**config.mk**
```make
export PLATFORM = sky130hd
export DESIGN_NAME = sau_uart_pair
export DESIGN_NICKNAME = d
export VERILOG_FILES = /design/src/hw/sau_uart_pair.v
export VERILOG_INCLUDE_DIRS = /design/src /design/src/inc
export SDC_FILE = /design/constraint.sdc
export NUM_CORES = 1
export LEC_CHECK = 0
export BUFFER_PORTS_ARGS = -buffer_cell sky130_fd_sc_hd__buf_2
export CAP_MARGIN = 20
export CORE_ASPECT_RATIO = 0.6
export CORE_UTILIZATION = 55
export DETAILED_ROUTE_END_ITERATION = 16
export GPL_TIMING_DRIVEN = 1
export PLACE_DENSITY = 0.75
export RECOVER_POWER = 25
export SYNTH_ARGS = -nofsm -noshare
export SYNTH_HDL_FRONTEND = slang
export SYNTH_SLANG_ARGS = --single-unit
```
**constraint.sdc**
```tcl
create_clock -name pclk -period 4.25 [get_ports pclk]
set_clock_uncertainty 0.1 [all_clocks]
set_input_delay 0.85 -clock pclk [delete_from_list [all_inputs] [get_ports pclk]]
set_output_delay 0.85 -clock pclk [all_outputs]
set_load 0.1 [all_outputs]
```
**src/inc/sau_consts.vh**
```
/*
 Register offsets, field positions, reset values and timing counts for the
 two-channel serial unit (channel 0 transmits, channel 1 receives).
 Assumes an APB slave with 32-bit data; registers are 16 bits in low lanes.
*/
// Operation
// Direction field selects off, rx, tx, both
// Error interrupt enable gates reception error
// Parity field sets transmitted parity bit
// Receiver checks even or odd parity
// Parity 01: slot present, value unchecked
// Bit order: 0 MSB first, 1 LSB
// Stop field: none, one, two; 11 prohibited
// Length: 9, 7 or 8 bits
// Transfer clock is fmck over 2(N+1)
// Clock select picks prescaler output zero/one
// Source bit picks divider or external clock
// Receive starts by software or line edge
// Inversion bit picks falling or rising start
// Mode field: CSI, UART, I2C; 11 prohibited
// Interrupt at transfer end or buffer empty; the receive channel ignores its ISS bit and always interrupts at transfer end
// Software waits four clocks before start trigger
// Unit clock runs only while enable set
// Idle level bit drives the transmit line
// Output enable gates the transmit line
// Frame: start, data, parity, stops; idle high
// Receiver samples each bit at its middle
`ifndef SAU_CONSTS_VH
`define SAU_CONSTS_VH
`define SAU_OFF_TX_MODE 12'h000
`define SAU_OFF_TX_COMM 12'h004
`define SAU_OFF_TX_DATA 12'h008
`define SAU_OFF_RX_MODE 12'h00c
`define SAU_OFF_RX_COMM 12'h010
`define SAU_OFF_RX_DATA 12'h014
`define SAU_OFF_CTRL 12'h018
`define SAU_OFF_STATUS 12'h01c
`define SAU_RST_TX_MODE 16'h0022
`define SAU_RST_RX_MODE 16'h0022
`define SAU_RST_COMM 16'h0087
`define SAU_RST_DATA 16'h0000
`define SAU_RST_CTRL 16'h0003
`define SAU_B_TXE 15
`define SAU_B_RXE 14
`define SAU_B_EOC 10
`define SAU_B_PTC 8
`define SAU_B_DIR 7
`define SAU_B_SLC 4
`define SAU_B_DLS 0
`define SAU_B_CKS 15
`define SAU_B_CCS 14
`define SAU_B_STS 8
`define SAU_B_SIS 6
`define SAU_B_MD 1
`define SAU_B_ISS 0
`define SAU_B_CLKEN 0
`define SAU_B_IDLE 1
`define SAU_B_OE 2
`define SAU_B_START 3
`define SAU_B_TXGO 4
`define SAU_B_DIVN 9
`define SAU_MODE_UART 2'h1
`define SAU_RX_ARM_CYCLES 3'h4
`endif

```
**src/hw/sau_uart_pair.v**
```verilog
/*
 Two-channel asynchronous serial unit: channel 0 transmits, channel 1 receives.
 Assumes an APB master on pclk, prescaler outputs as single-cycle pclk enables,
 and an external serial clock / receive line that are asynchronous to pclk.
*/
// Added by the designer: register access over APB and the address map.
`timescale 1ns/10ps
`include "sau_consts.vh"
module sau_uart_pair (
  // APB
  input wire pclk,
  input wire presetn,
  input wire psel,
  input wire penable,
  input wire pwrite,
  input wire [11:0] paddr,
  input wire [31:0] pwdata,
  output reg [31:0] prdata,
  output wire pready,
  output wire pslverr,
  // Prescaler ticks and external clock
  input wire prescaler_out_zero,
  input wire prescaler_out_one,
  input wire ext_serial_clock,
  // Serial lines
  input wire receive_line,
  output reg transmit_line,
  // Events
  output reg tx_channel_interrupt,
  output reg rx_channel_interrupt,
  output reg reception_error_interrupt,
  output reg [8:0] rx_data
);
  ////////////////////////////////////////////////////////////////////////////
  reg [15:0] tx_mode_q, tx_comm_q, tx_data_q, rx_mode_q, rx_comm_q, rx_data_q, ctrl_q;
  reg [2:0] arm_cnt_q;
  reg [1:0] rx_sync_q, xck_sync_q;
  reg rx_prev_q, xck_prev_q, start_pend_q;
  wire wr = psel & penable & pwrite;
  wire clk_en = ctrl_q[`SAU_B_CLKEN];
  assign pready = 1'b1;
  assign pslverr = 1'b0;

  function [3:0] word_bits;
    input [1:0] dls;
    begin
      case (dls)
        2'h1: word_bits = 4'd9;
        2'h2: word_bits = 4'd7;
        default: word_bits = 4'd8;
      endcase
    end
  endfunction

  // One-cycle tick per transfer-clock period
  function transfer_clock_tick;
    input [15:0] mode;
    input pz, po, xe;
    input [7:0] cnt;
    input [6:0] n;
    begin
      if (mode[`SAU_B_CCS])
        transfer_clock_tick = xe;
      else
        transfer_clock_tick = (mode[`SAU_B_CKS] ? po : pz) && (cnt == {n, 1'b1});
    end
  endfunction

  function par_bit;
    input [8:0] d;
    input [3:0] len;
    input [1:0] ptc;
    reg [8:0] m;
    begin
      m = (len == 4'd9) ? d : (len == 4'd8) ? {1'b0, d[7:0]} : {2'b00, d[6:0]};
      case (ptc)
        2'h2: par_bit = ^m;
        2'h3: par_bit = ~(^m);
        default: par_bit = 1'b0;
      endcase
    end
  endfunction

  ////////////////////////////////////////////////////////////////////////////
  // Register access
  always @(posedge pclk or negedge presetn) begin
    if (!presetn) begin
      tx_mode_q <= `SAU_RST_TX_MODE;
      tx_comm_q <= `SAU_RST_COMM;
      tx_data_q <= `SAU_RST_DATA;
      rx_mode_q <= `SAU_RST_RX_MODE;
      rx_comm_q <= `SAU_RST_COMM;
      rx_data_q <= `SAU_RST_DATA;
      ctrl_q <= `SAU_RST_CTRL;
    end else begin
      ctrl_q[`SAU_B_START] <= 1'b0;
      ctrl_q[`SAU_B_TXGO] <= 1'b0;
      if (wr) begin
        case (paddr)
          `SAU_OFF_TX_MODE: tx_mode_q <= pwdata[15:0];
          `SAU_OFF_TX_COMM: tx_comm_q <= pwdata[15:0];
          `SAU_OFF_TX_DATA: tx_data_q <= pwdata[15:0];
          `SAU_OFF_RX_MODE: rx_mode_q <= pwdata[15:0];
          `SAU_OFF_RX_COMM: rx_comm_q <= pwdata[15:0];
          `SAU_OFF_RX_DATA: rx_data_q <= pwdata[15:0];
          `SAU_OFF_CTRL: ctrl_q <= {11'h000, pwdata[4:0]};
          default: ;
        endcase
      end
    end
  end

  reg tx_busy_q, rx_busy_q, par_err_q, frm_err_q;
  always @* begin
    case (paddr)
      `SAU_OFF_TX_MODE: prdata = {16'h0000, tx_mode_q};
      `SAU_OFF_TX_COMM: prdata = {16'h0000, tx_comm_q};
      `SAU_OFF_TX_DATA: prdata = {16'h0000, tx_data_q};
      `SAU_OFF_RX_MODE: prdata = {16'h0000, rx_mode_q};
      `SAU_OFF_RX_COMM: prdata = {16'h0000, rx_comm_q};
      `SAU_OFF_RX_DATA: prdata = {16'h0000, rx_data_q[15:9], rx_data};
      `SAU_OFF_CTRL: prdata = {16'h0000, ctrl_q};
      `SAU_OFF_STATUS: prdata = {28'h0, frm_err_q, par_err_q, rx_busy_q, tx_busy_q};
      default: prdata = 32'h0;
    endcase
  end

  ////////////////////////////////////////////////////////////////////////////
  // Pin synchronisers; only the second stage is read
  always @(posedge pclk or negedge presetn) begin
    if (!presetn) begin
      rx_sync_q <= 2'b11;
      xck_sync_q <= 2'b00;
      rx_prev_q <= 1'b1;
      xck_prev_q <= 1'b0;
    end else begin
      rx_sync_q <= {rx_sync_q[0], receive_line};
      xck_sync_q <= {xck_sync_q[0], ext_serial_clock};
      rx_prev_q <= rx_sync_q[1];
      xck_prev_q <= xck_sync_q[1];
    end
  end
  wire xck_rise = xck_sync_q[1] & ~xck_prev_q;
  wire rx_lvl = rx_sync_q[1] ^ rx_mode_q[`SAU_B_SIS];
  wire rx_prev_lvl = rx_prev_q ^ rx_mode_q[`SAU_B_SIS];

  ////////////////////////////////////////////////////////////////////////////
  // Transmit channel
  localparam TX_IDLE = 3'b001, TX_SHIFT = 3'b010, TX_END = 3'b100;
  reg [2:0] tx_st_q;
  reg [7:0] tx_div_q;
  reg [12:0] tx_sr_q;
  reg [3:0] tx_left_q;
  wire tx_on = clk_en && tx_comm_q[`SAU_B_TXE] &&
               tx_mode_q[`SAU_B_MD+1:`SAU_B_MD] == `SAU_MODE_UART;
  wire tx_tick = transfer_clock_tick(tx_mode_q, prescaler_out_zero, prescaler_out_one, xck_rise, tx_div_q,
                           tx_data_q[15:`SAU_B_DIVN]);
  wire [3:0] tx_len = word_bits(tx_comm_q[1:0]);
  wire [1:0] tx_ptc = tx_comm_q[`SAU_B_PTC+1:`SAU_B_PTC];
  wire [1:0] tx_slc = tx_comm_q[`SAU_B_SLC+1:`SAU_B_SLC];
  reg [8:0] tx_word;
  reg [12:0] tx_frame;
  integer i, j;
  always @* begin
    tx_word = tx_data_q[8:0];
    if (!tx_comm_q[`SAU_B_DIR]) begin
      for (i = 0; i < 9; i = i + 1)
        tx_word[i] = (i < tx_len) ? tx_data_q[tx_len - 1 - i] : 1'b0;
    end
    // Frame packed LSB out first: start, data, parity, stops
    tx_frame = {13'h1fff};
    tx_frame[0] = 1'b0;
    for (i = 0; i < 9; i = i + 1)
      if (i < tx_len)
        tx_frame[i + 1] = tx_word[i];
    if (tx_ptc != 2'h0)
      tx_frame[tx_len + 1] = par_bit(tx_data_q[8:0], tx_len, tx_ptc);
  end
  wire [3:0] tx_total = 4'd1 + tx_len + {3'b000, tx_ptc != 2'h0} +
                        ((tx_slc == 2'h2) ? 4'd2 : {3'b000, tx_slc == 2'h1});

  always @(posedge pclk or negedge presetn) begin
    if (!presetn) begin
      tx_st_q <= TX_IDLE;
      tx_div_q <= 8'h00;
      tx_sr_q <= 13'h1fff;
      tx_left_q <= 4'h0;
      tx_busy_q <= 1'b0;
      tx_channel_interrupt <= 1'b0;
      transmit_line <= 1'b1;
    end else begin
      tx_channel_interrupt <= 1'b0;
      if (tx_st_q == TX_IDLE || tx_tick || !clk_en)
        tx_div_q <= 8'h00;
      else if (tx_mode_q[`SAU_B_CKS] ? prescaler_out_one : prescaler_out_zero)
        tx_div_q <= tx_div_q + 8'h01;
      case (tx_st_q)
        TX_IDLE: begin
          if (ctrl_q[`SAU_B_TXGO] && tx_on) begin
            tx_sr_q <= tx_frame;
            tx_left_q <= tx_total;
            tx_busy_q <= 1'b1;
            tx_st_q <= TX_SHIFT;
            tx_channel_interrupt <= tx_mode_q[`SAU_B_ISS];
          end
        end
        TX_SHIFT: begin
          if (!tx_on)
            tx_st_q <= TX_END;
          else if (tx_tick) begin
            tx_sr_q <= {1'b1, tx_sr_q[12:1]};
            tx_left_q <= tx_left_q - 4'h1;
            if (tx_left_q == 4'h1)
              tx_st_q <= TX_END;
          end
        end
        TX_END: begin
          tx_busy_q <= 1'b0;
          tx_channel_interrupt <= ~tx_mode_q[`SAU_B_ISS];
          tx_st_q <= TX_IDLE;
        end
        default: tx_st_q <= TX_IDLE;
      endcase
      if (!ctrl_q[`SAU_B_OE])
        transmit_line <= ctrl_q[`SAU_B_IDLE];
      else if (tx_st_q == TX_SHIFT)
        transmit_line <= tx_sr_q[0];
      else
        transmit_line <= ctrl_q[`SAU_B_IDLE];
    end
  end

  ////////////////////////////////////////////////////////////////////////////
  // Receive channel
  localparam RX_IDLE = 3'b001, RX_WAIT = 3'b010, RX_SHIFT = 3'b100;
  reg [2:0] rx_st_q;
  reg [7:0] rx_div_q;
  reg [3:0] rx_idx_q;
  reg [8:0] rx_sr_q;
  reg rx_par_q;
  wire rx_on = clk_en && rx_comm_q[`SAU_B_RXE] &&
               rx_mode_q[`SAU_B_MD+1:`SAU_B_MD] == `SAU_MODE_UART;
  wire rx_tick = transfer_clock_tick(rx_mode_q, prescaler_out_zero, prescaler_out_one, xck_rise, rx_div_q,
                           rx_data_q[15:`SAU_B_DIVN]);
  wire [3:0] rx_len = word_bits(rx_comm_q[1:0]);
  wire [1:0] rx_ptc = rx_comm_q[`SAU_B_PTC+1:`SAU_B_PTC];
  wire [3:0] rx_last = rx_len + {3'b000, rx_ptc != 2'h0} + {3'b000, rx_comm_q[`SAU_B_SLC+1:`SAU_B_SLC] != 2'h0};
  wire start_edge = rx_prev_lvl & ~rx_lvl;
  reg [8:0] rx_word;
  always @* begin
    rx_word = rx_sr_q;
    if (!rx_comm_q[`SAU_B_DIR]) begin
      for (j = 0; j < 9; j = j + 1)
        rx_word[j] = (j < rx_len) ? rx_sr_q[rx_len - 1 - j] : 1'b0;
    end
  end

  always @(posedge pclk or negedge presetn) begin
    if (!presetn) begin
      rx_st_q <= RX_IDLE;
      rx_div_q <= 8'h00;
      rx_idx_q <= 4'h0;
      rx_sr_q <= 9'h000;
      rx_par_q <= 1'b0;
      rx_busy_q <= 1'b0;
      par_err_q <= 1'b0;
      frm_err_q <= 1'b0;
      rx_data <= 9'h000;
      rx_channel_interrupt <= 1'b0;
      reception_error_interrupt <= 1'b0;
      arm_cnt_q <= 3'h0;
      start_pend_q <= 1'b0;
    end else begin
      rx_channel_interrupt <= 1'b0;
      reception_error_interrupt <= 1'b0;
      if (!rx_on)
        arm_cnt_q <= 3'h0;
      else if (arm_cnt_q != `SAU_RX_ARM_CYCLES)
        arm_cnt_q <= arm_cnt_q + 3'h1;
      if (ctrl_q[`SAU_B_START] && rx_on && arm_cnt_q == `SAU_RX_ARM_CYCLES)
        start_pend_q <= 1'b1;
      // First tick half a bit after the start edge, then one per bit
      if (rx_st_q == RX_WAIT && start_edge)
        rx_div_q <= {1'b0, rx_data_q[15:`SAU_B_DIVN]} + 8'h01;
      else if (rx_st_q != RX_SHIFT || rx_tick || !clk_en)
        rx_div_q <= 8'h00;
      else if (rx_mode_q[`SAU_B_CKS] ? prescaler_out_one : prescaler_out_zero)
        rx_div_q <= rx_div_q + 8'h01;
      case (rx_st_q)
        RX_IDLE: begin
          rx_busy_q <= 1'b0;
          if (rx_on && (start_pend_q || rx_mode_q[`SAU_B_STS]))
            rx_st_q <= RX_WAIT;
        end
        RX_WAIT: begin
          if (!rx_on)
            rx_st_q <= RX_IDLE;
          else if (start_edge) begin
            rx_st_q <= RX_SHIFT;
            rx_idx_q <= 4'h0;
            rx_busy_q <= 1'b1;
          end
        end
        RX_SHIFT: begin
          if (!rx_on)
            rx_st_q <= RX_IDLE;
          else if (rx_tick) begin
            rx_idx_q <= rx_idx_q + 4'h1;
            if (rx_idx_q >= 4'h1 && rx_idx_q <= rx_len)
              rx_sr_q[rx_idx_q - 4'h1] <= rx_lvl;
            if (rx_idx_q == rx_len + 4'h1 && rx_ptc != 2'h0)
              rx_par_q <= rx_lvl;
            if (rx_idx_q == rx_last) begin
              rx_st_q <= RX_WAIT;
              rx_busy_q <= 1'b0;
              rx_data <= rx_word;
              rx_channel_interrupt <= 1'b1;
              par_err_q <= rx_ptc[1] &&
                           (par_bit(rx_word, rx_len, rx_ptc) != rx_par_q);
              frm_err_q <= (rx_comm_q[`SAU_B_SLC+1:`SAU_B_SLC] != 2'h0) && !rx_lvl;
              reception_error_interrupt <= rx_comm_q[`SAU_B_EOC] &&
                ((rx_ptc[1] && (par_bit(rx_word, rx_len, rx_ptc) != rx_par_q)) ||
                 ((rx_comm_q[`SAU_B_SLC+1:`SAU_B_SLC] != 2'h0) && !rx_lvl));
            end
          end
        end
        default: rx_st_q <= RX_IDLE;
      endcase
      if (!rx_on)
        start_pend_q <= 1'b0;
    end
  end
endmodule

```
# Word level (Yosys, flattened, before mapping)
# Cells that the tools add are included.
# totals
register_bits	181
latch_bits	0
ram_bits	0
rom_bits	0
input_bits	53
output_inout_bits	47
word_cells	372
memories	0
# classes
add_sub_neg	32
multipliers	0
div	0
order_cmp	42
eq_ne	54
shifts	0
mux	147
bitwise	11
reduce_logical	54
# op_table
op	count
$lt A32 B5 Y1 const B	18
$sub A32 B3 Y32 const B	8
$pmux W16 S8	1
$sub A32 B2 Y32 const B	4
$mux W1	75
$bmux W1 S4	18
$sub A32 B1 Y32 const B	2
$mux W8	7
$mux W13	4
$eq A12 B5 Y1 const B	4
$mux W3	12
$mux W9	4
$lt A3 B4 Y1 const A	8
$pmux W4 S2	4
$mux W4	7
$pmux W13 S2	1
$eq A12 B4 Y1 const B	2
$ne A3 B3 Y1 const B	7
$reduce_and A4 Y1	5
$logic_and A1 B1 Y1	18
$reduce_xor A9 Y1	2
$add A8 B1 Y8 const B	2
$eq A4 B4 Y1 const B	4
$eq A8 B8 Y1	2
50 further kinds	121

# Logic depth before layout (Yosys ltp)
# logic_depth
ltp_word	25
mapped_depth	14
mapped_depth_nobuf	13

# Least setup slack after synthesis
# Ideal clock, no wire load.
# synth_timing
path_type	input to output
startpoint	in paddr[3]
endpoint	out prdata[1]
arrival_ns	3.931
t_required_ns	3.300
slack_ns	-0.631
cell_stages	5
path_buffers	2
path_cell_list	clkbuf_1 -> clkbuf_1 -> a22oi_1 -> o32a_1 -> o21ai_0
# synth_via
elab_chain_len	2
elab_cells_between_ends	9
classes_between	eq/ne (7); mux (1); reduce/logical (1)
# synth_rtl
element	line	rtl
start: declaration	sau_uart_pair.v:16	input wire [11:0] paddr,
$eq A12 B5 Y1, or another cell as far along	sau_uart_pair.v:115	case (paddr)
$pmux W16 S8 (*)	sau_uart_pair.v:115	
end: declaration	sau_uart_pair.v:18	output reg [31:0] prdata,
# Every way passes the cells marked *; elsewhere a longest branch is shown, timed or not.

# Final worst setup path
# layout_timing
startpoint	reg rx_comm_q[0]
endpoint	reg par_err_q
# layout_via
elab_chain_len	19
elab_cells_between_ends	66
classes_between	add/sub (11); order compare (9); eq/ne (6); mux (36); bitwise (1); reduce/logical (3)
# layout_rtl
element	line	rtl
start: declaration	sau_uart_pair.v:35	reg [15:0] tx_mode_q, tx_comm_q, tx_data_q, rx_mode_q, rx_comm_q, rx_data_q, ctrl_q;
start signal: assignment	sau_uart_pair.v:92	rx_comm_q <= `SAU_RST_COMM;
start signal: assignment	sau_uart_pair.v:104	`SAU_OFF_RX_COMM: rx_comm_q <= pwdata[15:0];
$eq A2 B2 Y1 or $eq A2 B1 Y1 (tied branches)	sau_uart_pair.v:47	case (dls)
$pmux W4 S2 (*)	sau_uart_pair.v:47	
$sub A4 B1 Y5	sau_uart_pair.v:254	rx_word[j] = (j < rx_len) ? rx_sr_q[rx_len - 1 - j] : 1'b0;
$sub A32 B1 Y32, or another cell as far along	sau_uart_pair.v:254	
$bmux W1 S4	sau_uart_pair.v:254	
$mux W1 (not written as such)	sau_uart_pair.v:254	
$mux W1	sau_uart_pair.v:254	
$mux W9	sau_uart_pair.v:252	if (!rx_comm_q[`SAU_B_DIR]) begin
[... 3 more ...]	n/a	
$not A1 Y1	sau_uart_pair.v:78	2'h3: par_bit = ~(^m);
$pmux W1 S2	sau_uart_pair.v:76	case (ptc)
$mux W1	sau_uart_pair.v:313	if (rx_idx_q == rx_last) begin
$mux W1	sau_uart_pair.v:307	else if (rx_tick) begin
$mux W1	sau_uart_pair.v:305	if (!rx_on)
$mux W1	sau_uart_pair.v:289	case (rx_st_q)
$ne A1 B1 Y1	sau_uart_pair.v:319	(par_bit(rx_word, rx_len, rx_ptc) != rx_par_q);
$logic_and A1 B1 Y1	sau_uart_pair.v:318	par_err_q <= rx_ptc[1] &&
end signal: assignment	sau_uart_pair.v:318	
end: declaration	sau_uart_pair.v:113	reg tx_busy_q, rx_busy_q, par_err_q, frm_err_q;
# Every way passes the cells marked *; elsewhere a longest branch is shown, timed or not. The select of a mux whose other input is x is not followed.
# A chain may end at the register's enable or synchronous reset.

==> results by group <==
Synth
  • Synth Area in XOR/XNOR: 5.130%
  • Mapped Area: 10020 um2
  • Yosys warning total: 0
  • Synth area leader: dfrtp_1
  • Top cell type's share of synthesized area: 34.70%
  • Top-count cell post-synth: dfrtp_1
  • Largest family of logic cells by synthesized area: multiplexers
  • Post-synth top flop: dfrtp_1
  • Synth top cells by count: dfrtp_1, mux2_2, nand2_1
  • Synth Area in Adders: 4.269%
  • Simple-Gate Fraction of Synth Area: 13.42%
  • Leading post-synthesis cells by cell area: dfrtp_1, mux2_2, dfstp_2
  • Multiplexer share of the synthesized area: 16.96%
  • Gate Count Post-Synth: 943
  • Sequential area share after synthesis: 43.35%
  • Async set-reset flop share out of synthesis: 100.0%
  • Mapped Avg Cell Area: 10.63 um2
  • Synth Area in Compound Gates: 12.22%
  • Flop and latch count out of synthesis: 172
  • Number of synthesized flops with an enable pin: 0
  • Yosys cell types: 69

Clocking
  • Clk Latency, worst-skew pair: 0.43 ns
  • CTS Buf Count: 17
  • Reg clk slew, reported paths: 0.07 ns
  • Clk sink count: 172
  • Postcts setup bufs: 0
  • Post-CTS Hold Fix Bufs: 0
  • CTS tree: yes
  • H-Tree Depth: 4
  • Clk buf depth: 2
  • PostCTS Resize Cnt: 0
  • Root Driver: clkbuf_16

Global routing
  • Vias in the first global route: 7285
  • Total track usage: 28.71%
  • GRT Residual Overflow: 0
  • First-pass GRT wire length: 41080 um
  • Initial antenna violation count: 0
  • Largest net degree at the start of global routing: 85

Timing
  • Highest Clock Rate: 265.1 MHz
  • Final hold vios: 0
  • RSZ-0062 raised after global routing: no
  • Worst-Margin Slew: 2.132 ns
  • Slew Limit Fails: 85
  • Slew HR: -42.11%
  • Final min period: 3.772 ns
  • # setup viols final: 0
  • Final hold slack: 0.2480 ns
  • Setup tns final: 0 ns
  • Final cycle utilization of the critical path: 88.75%

Route
  • Total Routed Length: 25800 um
  • Vias per cell: 6.190
  • Routed len/inst: 20.73 um
  • Residual DRC: 0
  • Routed vias: 7706
  • Initial drt markers: 862
  • Antenna-violating nets left: 0
  • Initial DRT Pass Iterations: 8

Floorplanning
  • Die X: 176.3 um
  • Chip height: 106.6 um
  • Core outline area: 17500 um2
  • Row count: 37
  • Full die area: 18790 um2
  • Starting Density: 57.29%
  • I/O pin cnt: 100

Min path
  • Min-Delay Path Class: reg -> reg

Cells and area
  • Design area: 11320 um2
  • Antenna Diode Count: 0
  • Layout area overhead: 12.88%
  • Final nets: 1084
  • Non-filler cells, final: 1245
  • Proportion of layout cells with a drive suffix above 1: 27.99%

Critical path
  • Worst setup SP type: register
  • CP Max Fanout: 11
  • Worst EP arrival: 3.99 ns
  • Critical Path End Type: register
  • Critical path class: reg -> reg
  • Worst path required time: 4.47 ns

Placement
  • Hpwl dp: 18480 um
  • Placer Congestion: 0.9367
  • Count of input and output buffers: 65
  • Placed Area: 10800 um2
  • Cells after DPL: 1213

Power and ir drop
  • Peak supply drop: 0.2618 mV
  • Leakage: 5.298 nW
  • Power per Cell Area: 288.3 nW/um2

Run
  • Maximum Capacitance Violations: 1

Run status
  • Outcome: complete, but fails checks
  • Violated checks: max-capacitance violations, max-slew violations
==> cells by family after synthesis <==
group	Yosys count
buf+inv	95
mux	139
flops	172
compound gates	185
xor+xnor	54
other cells	2
simple gates	263
fa+ha+maj	33
==> critical path: stages, from the launching register on <==
cell      delay, ns
dfstp_2        0.57
inv_1          0.08
ha_1           0.46
buf_4          0.24
nor2b_1        0.14
a222oi_1       0.45
a31oi_1        0.18
xnor3_1        0.46
xor2_1         0.25
xnor3_1        0.28
and2_1         0.20
mux2_4         0.26
==> cell type report <==
type                       count  area (um2)
sequential                   172        4345
fill                        1380        6183
timing repair buffer          87       728.2
inverter                      28       105.1
clock buffer                  20       446.7
clock inverter                12       88.84
tap                          234       292.8
multi-input combinational    692        5309
==> report_power, final <==
part           switching [mW]  leakage [nW]  total, mW  internal, mW
combinational           0.137          2.77      0.160        0.0228
sequential            0.00302          2.27       1.65          1.64
clock                   0.687         0.254       1.46         0.770
==> worst paths after layout <==
path,from,end,slack (ns),depth (start not counted)
max reg2reg,rx_comm_q[0],par_err_q,0.48,11
min in group asynchronous,presetn,rx_data[1],0.91,1
min,xck_sync_q[0],xck_sync_q[1],0.25,0
max,rx_comm_q[0],par_err_q,0.48,11
min reg2reg,xck_sync_q[0],xck_sync_q[1],0.25,0
max in group asynchronous,presetn,rx_div_q[4],1.04,2
==> per-layer routing <==
metal	routed length, um	track usage (%)
met5	0	0
met4	291	6.087
met3	2539	7.837
met2	10990	40.44
met1	11990	43.68
==> flip-flops by register name (all words and copies together), names as in the netlist, 4 cells and up <==
name	cells
ctrl_q	5
rx_comm_q	16
rx_data	9
rx_data_q	7
rx_div_q	8
rx_idx_q	4
rx_mode_q	16
rx_sr_q	9
tx_comm_q	16
tx_data_q	16
tx_div_q	8
tx_left_q	4
tx_mode_q	16
tx_sr_q	13
==> layout by cell type, fill, tap and decap left out, types with 15 or more instances in the layout <==
| cell type | count |
|---|---|
| mux2_2 | 104 |
| o21ai_0 | 48 |
| buf_2 | 48 |
| dfrtp_1 | 139 |
| a22oi_1 | 43 |
| buf_4 | 21 |
| dfstp_2 | 32 |
| nand3_1 | 36 |
| nand2_1 | 68 |
| inv_1 | 27 |
| xor2_1 | 36 |
| xnor2_1 | 15 |
| ha_1 | 31 |
| nor2_1 | 62 |
| a21oi_1 | 22 |
| conb_1 | 18 |
| clkbuf_16 | 17 |
| mux2i_1 | 21 |
| buf_12 | 16 |
==> metrics by stage <==
stage	worst slack (ns)	util (%)	power [mW]
2_1_floorplan	0.1232	-	1.777
3_3_place_gp	0.6609	61.73	1.836
6_report	0.4781	64.66	3.263
4_1_cts	0.4976	64.79	3.279
5_1_grt	0.1858	64.66	3.356
3_5_place_dp	0.5498	61.73	1.838
No activity file was read; power rests on OpenSTA's default activity.
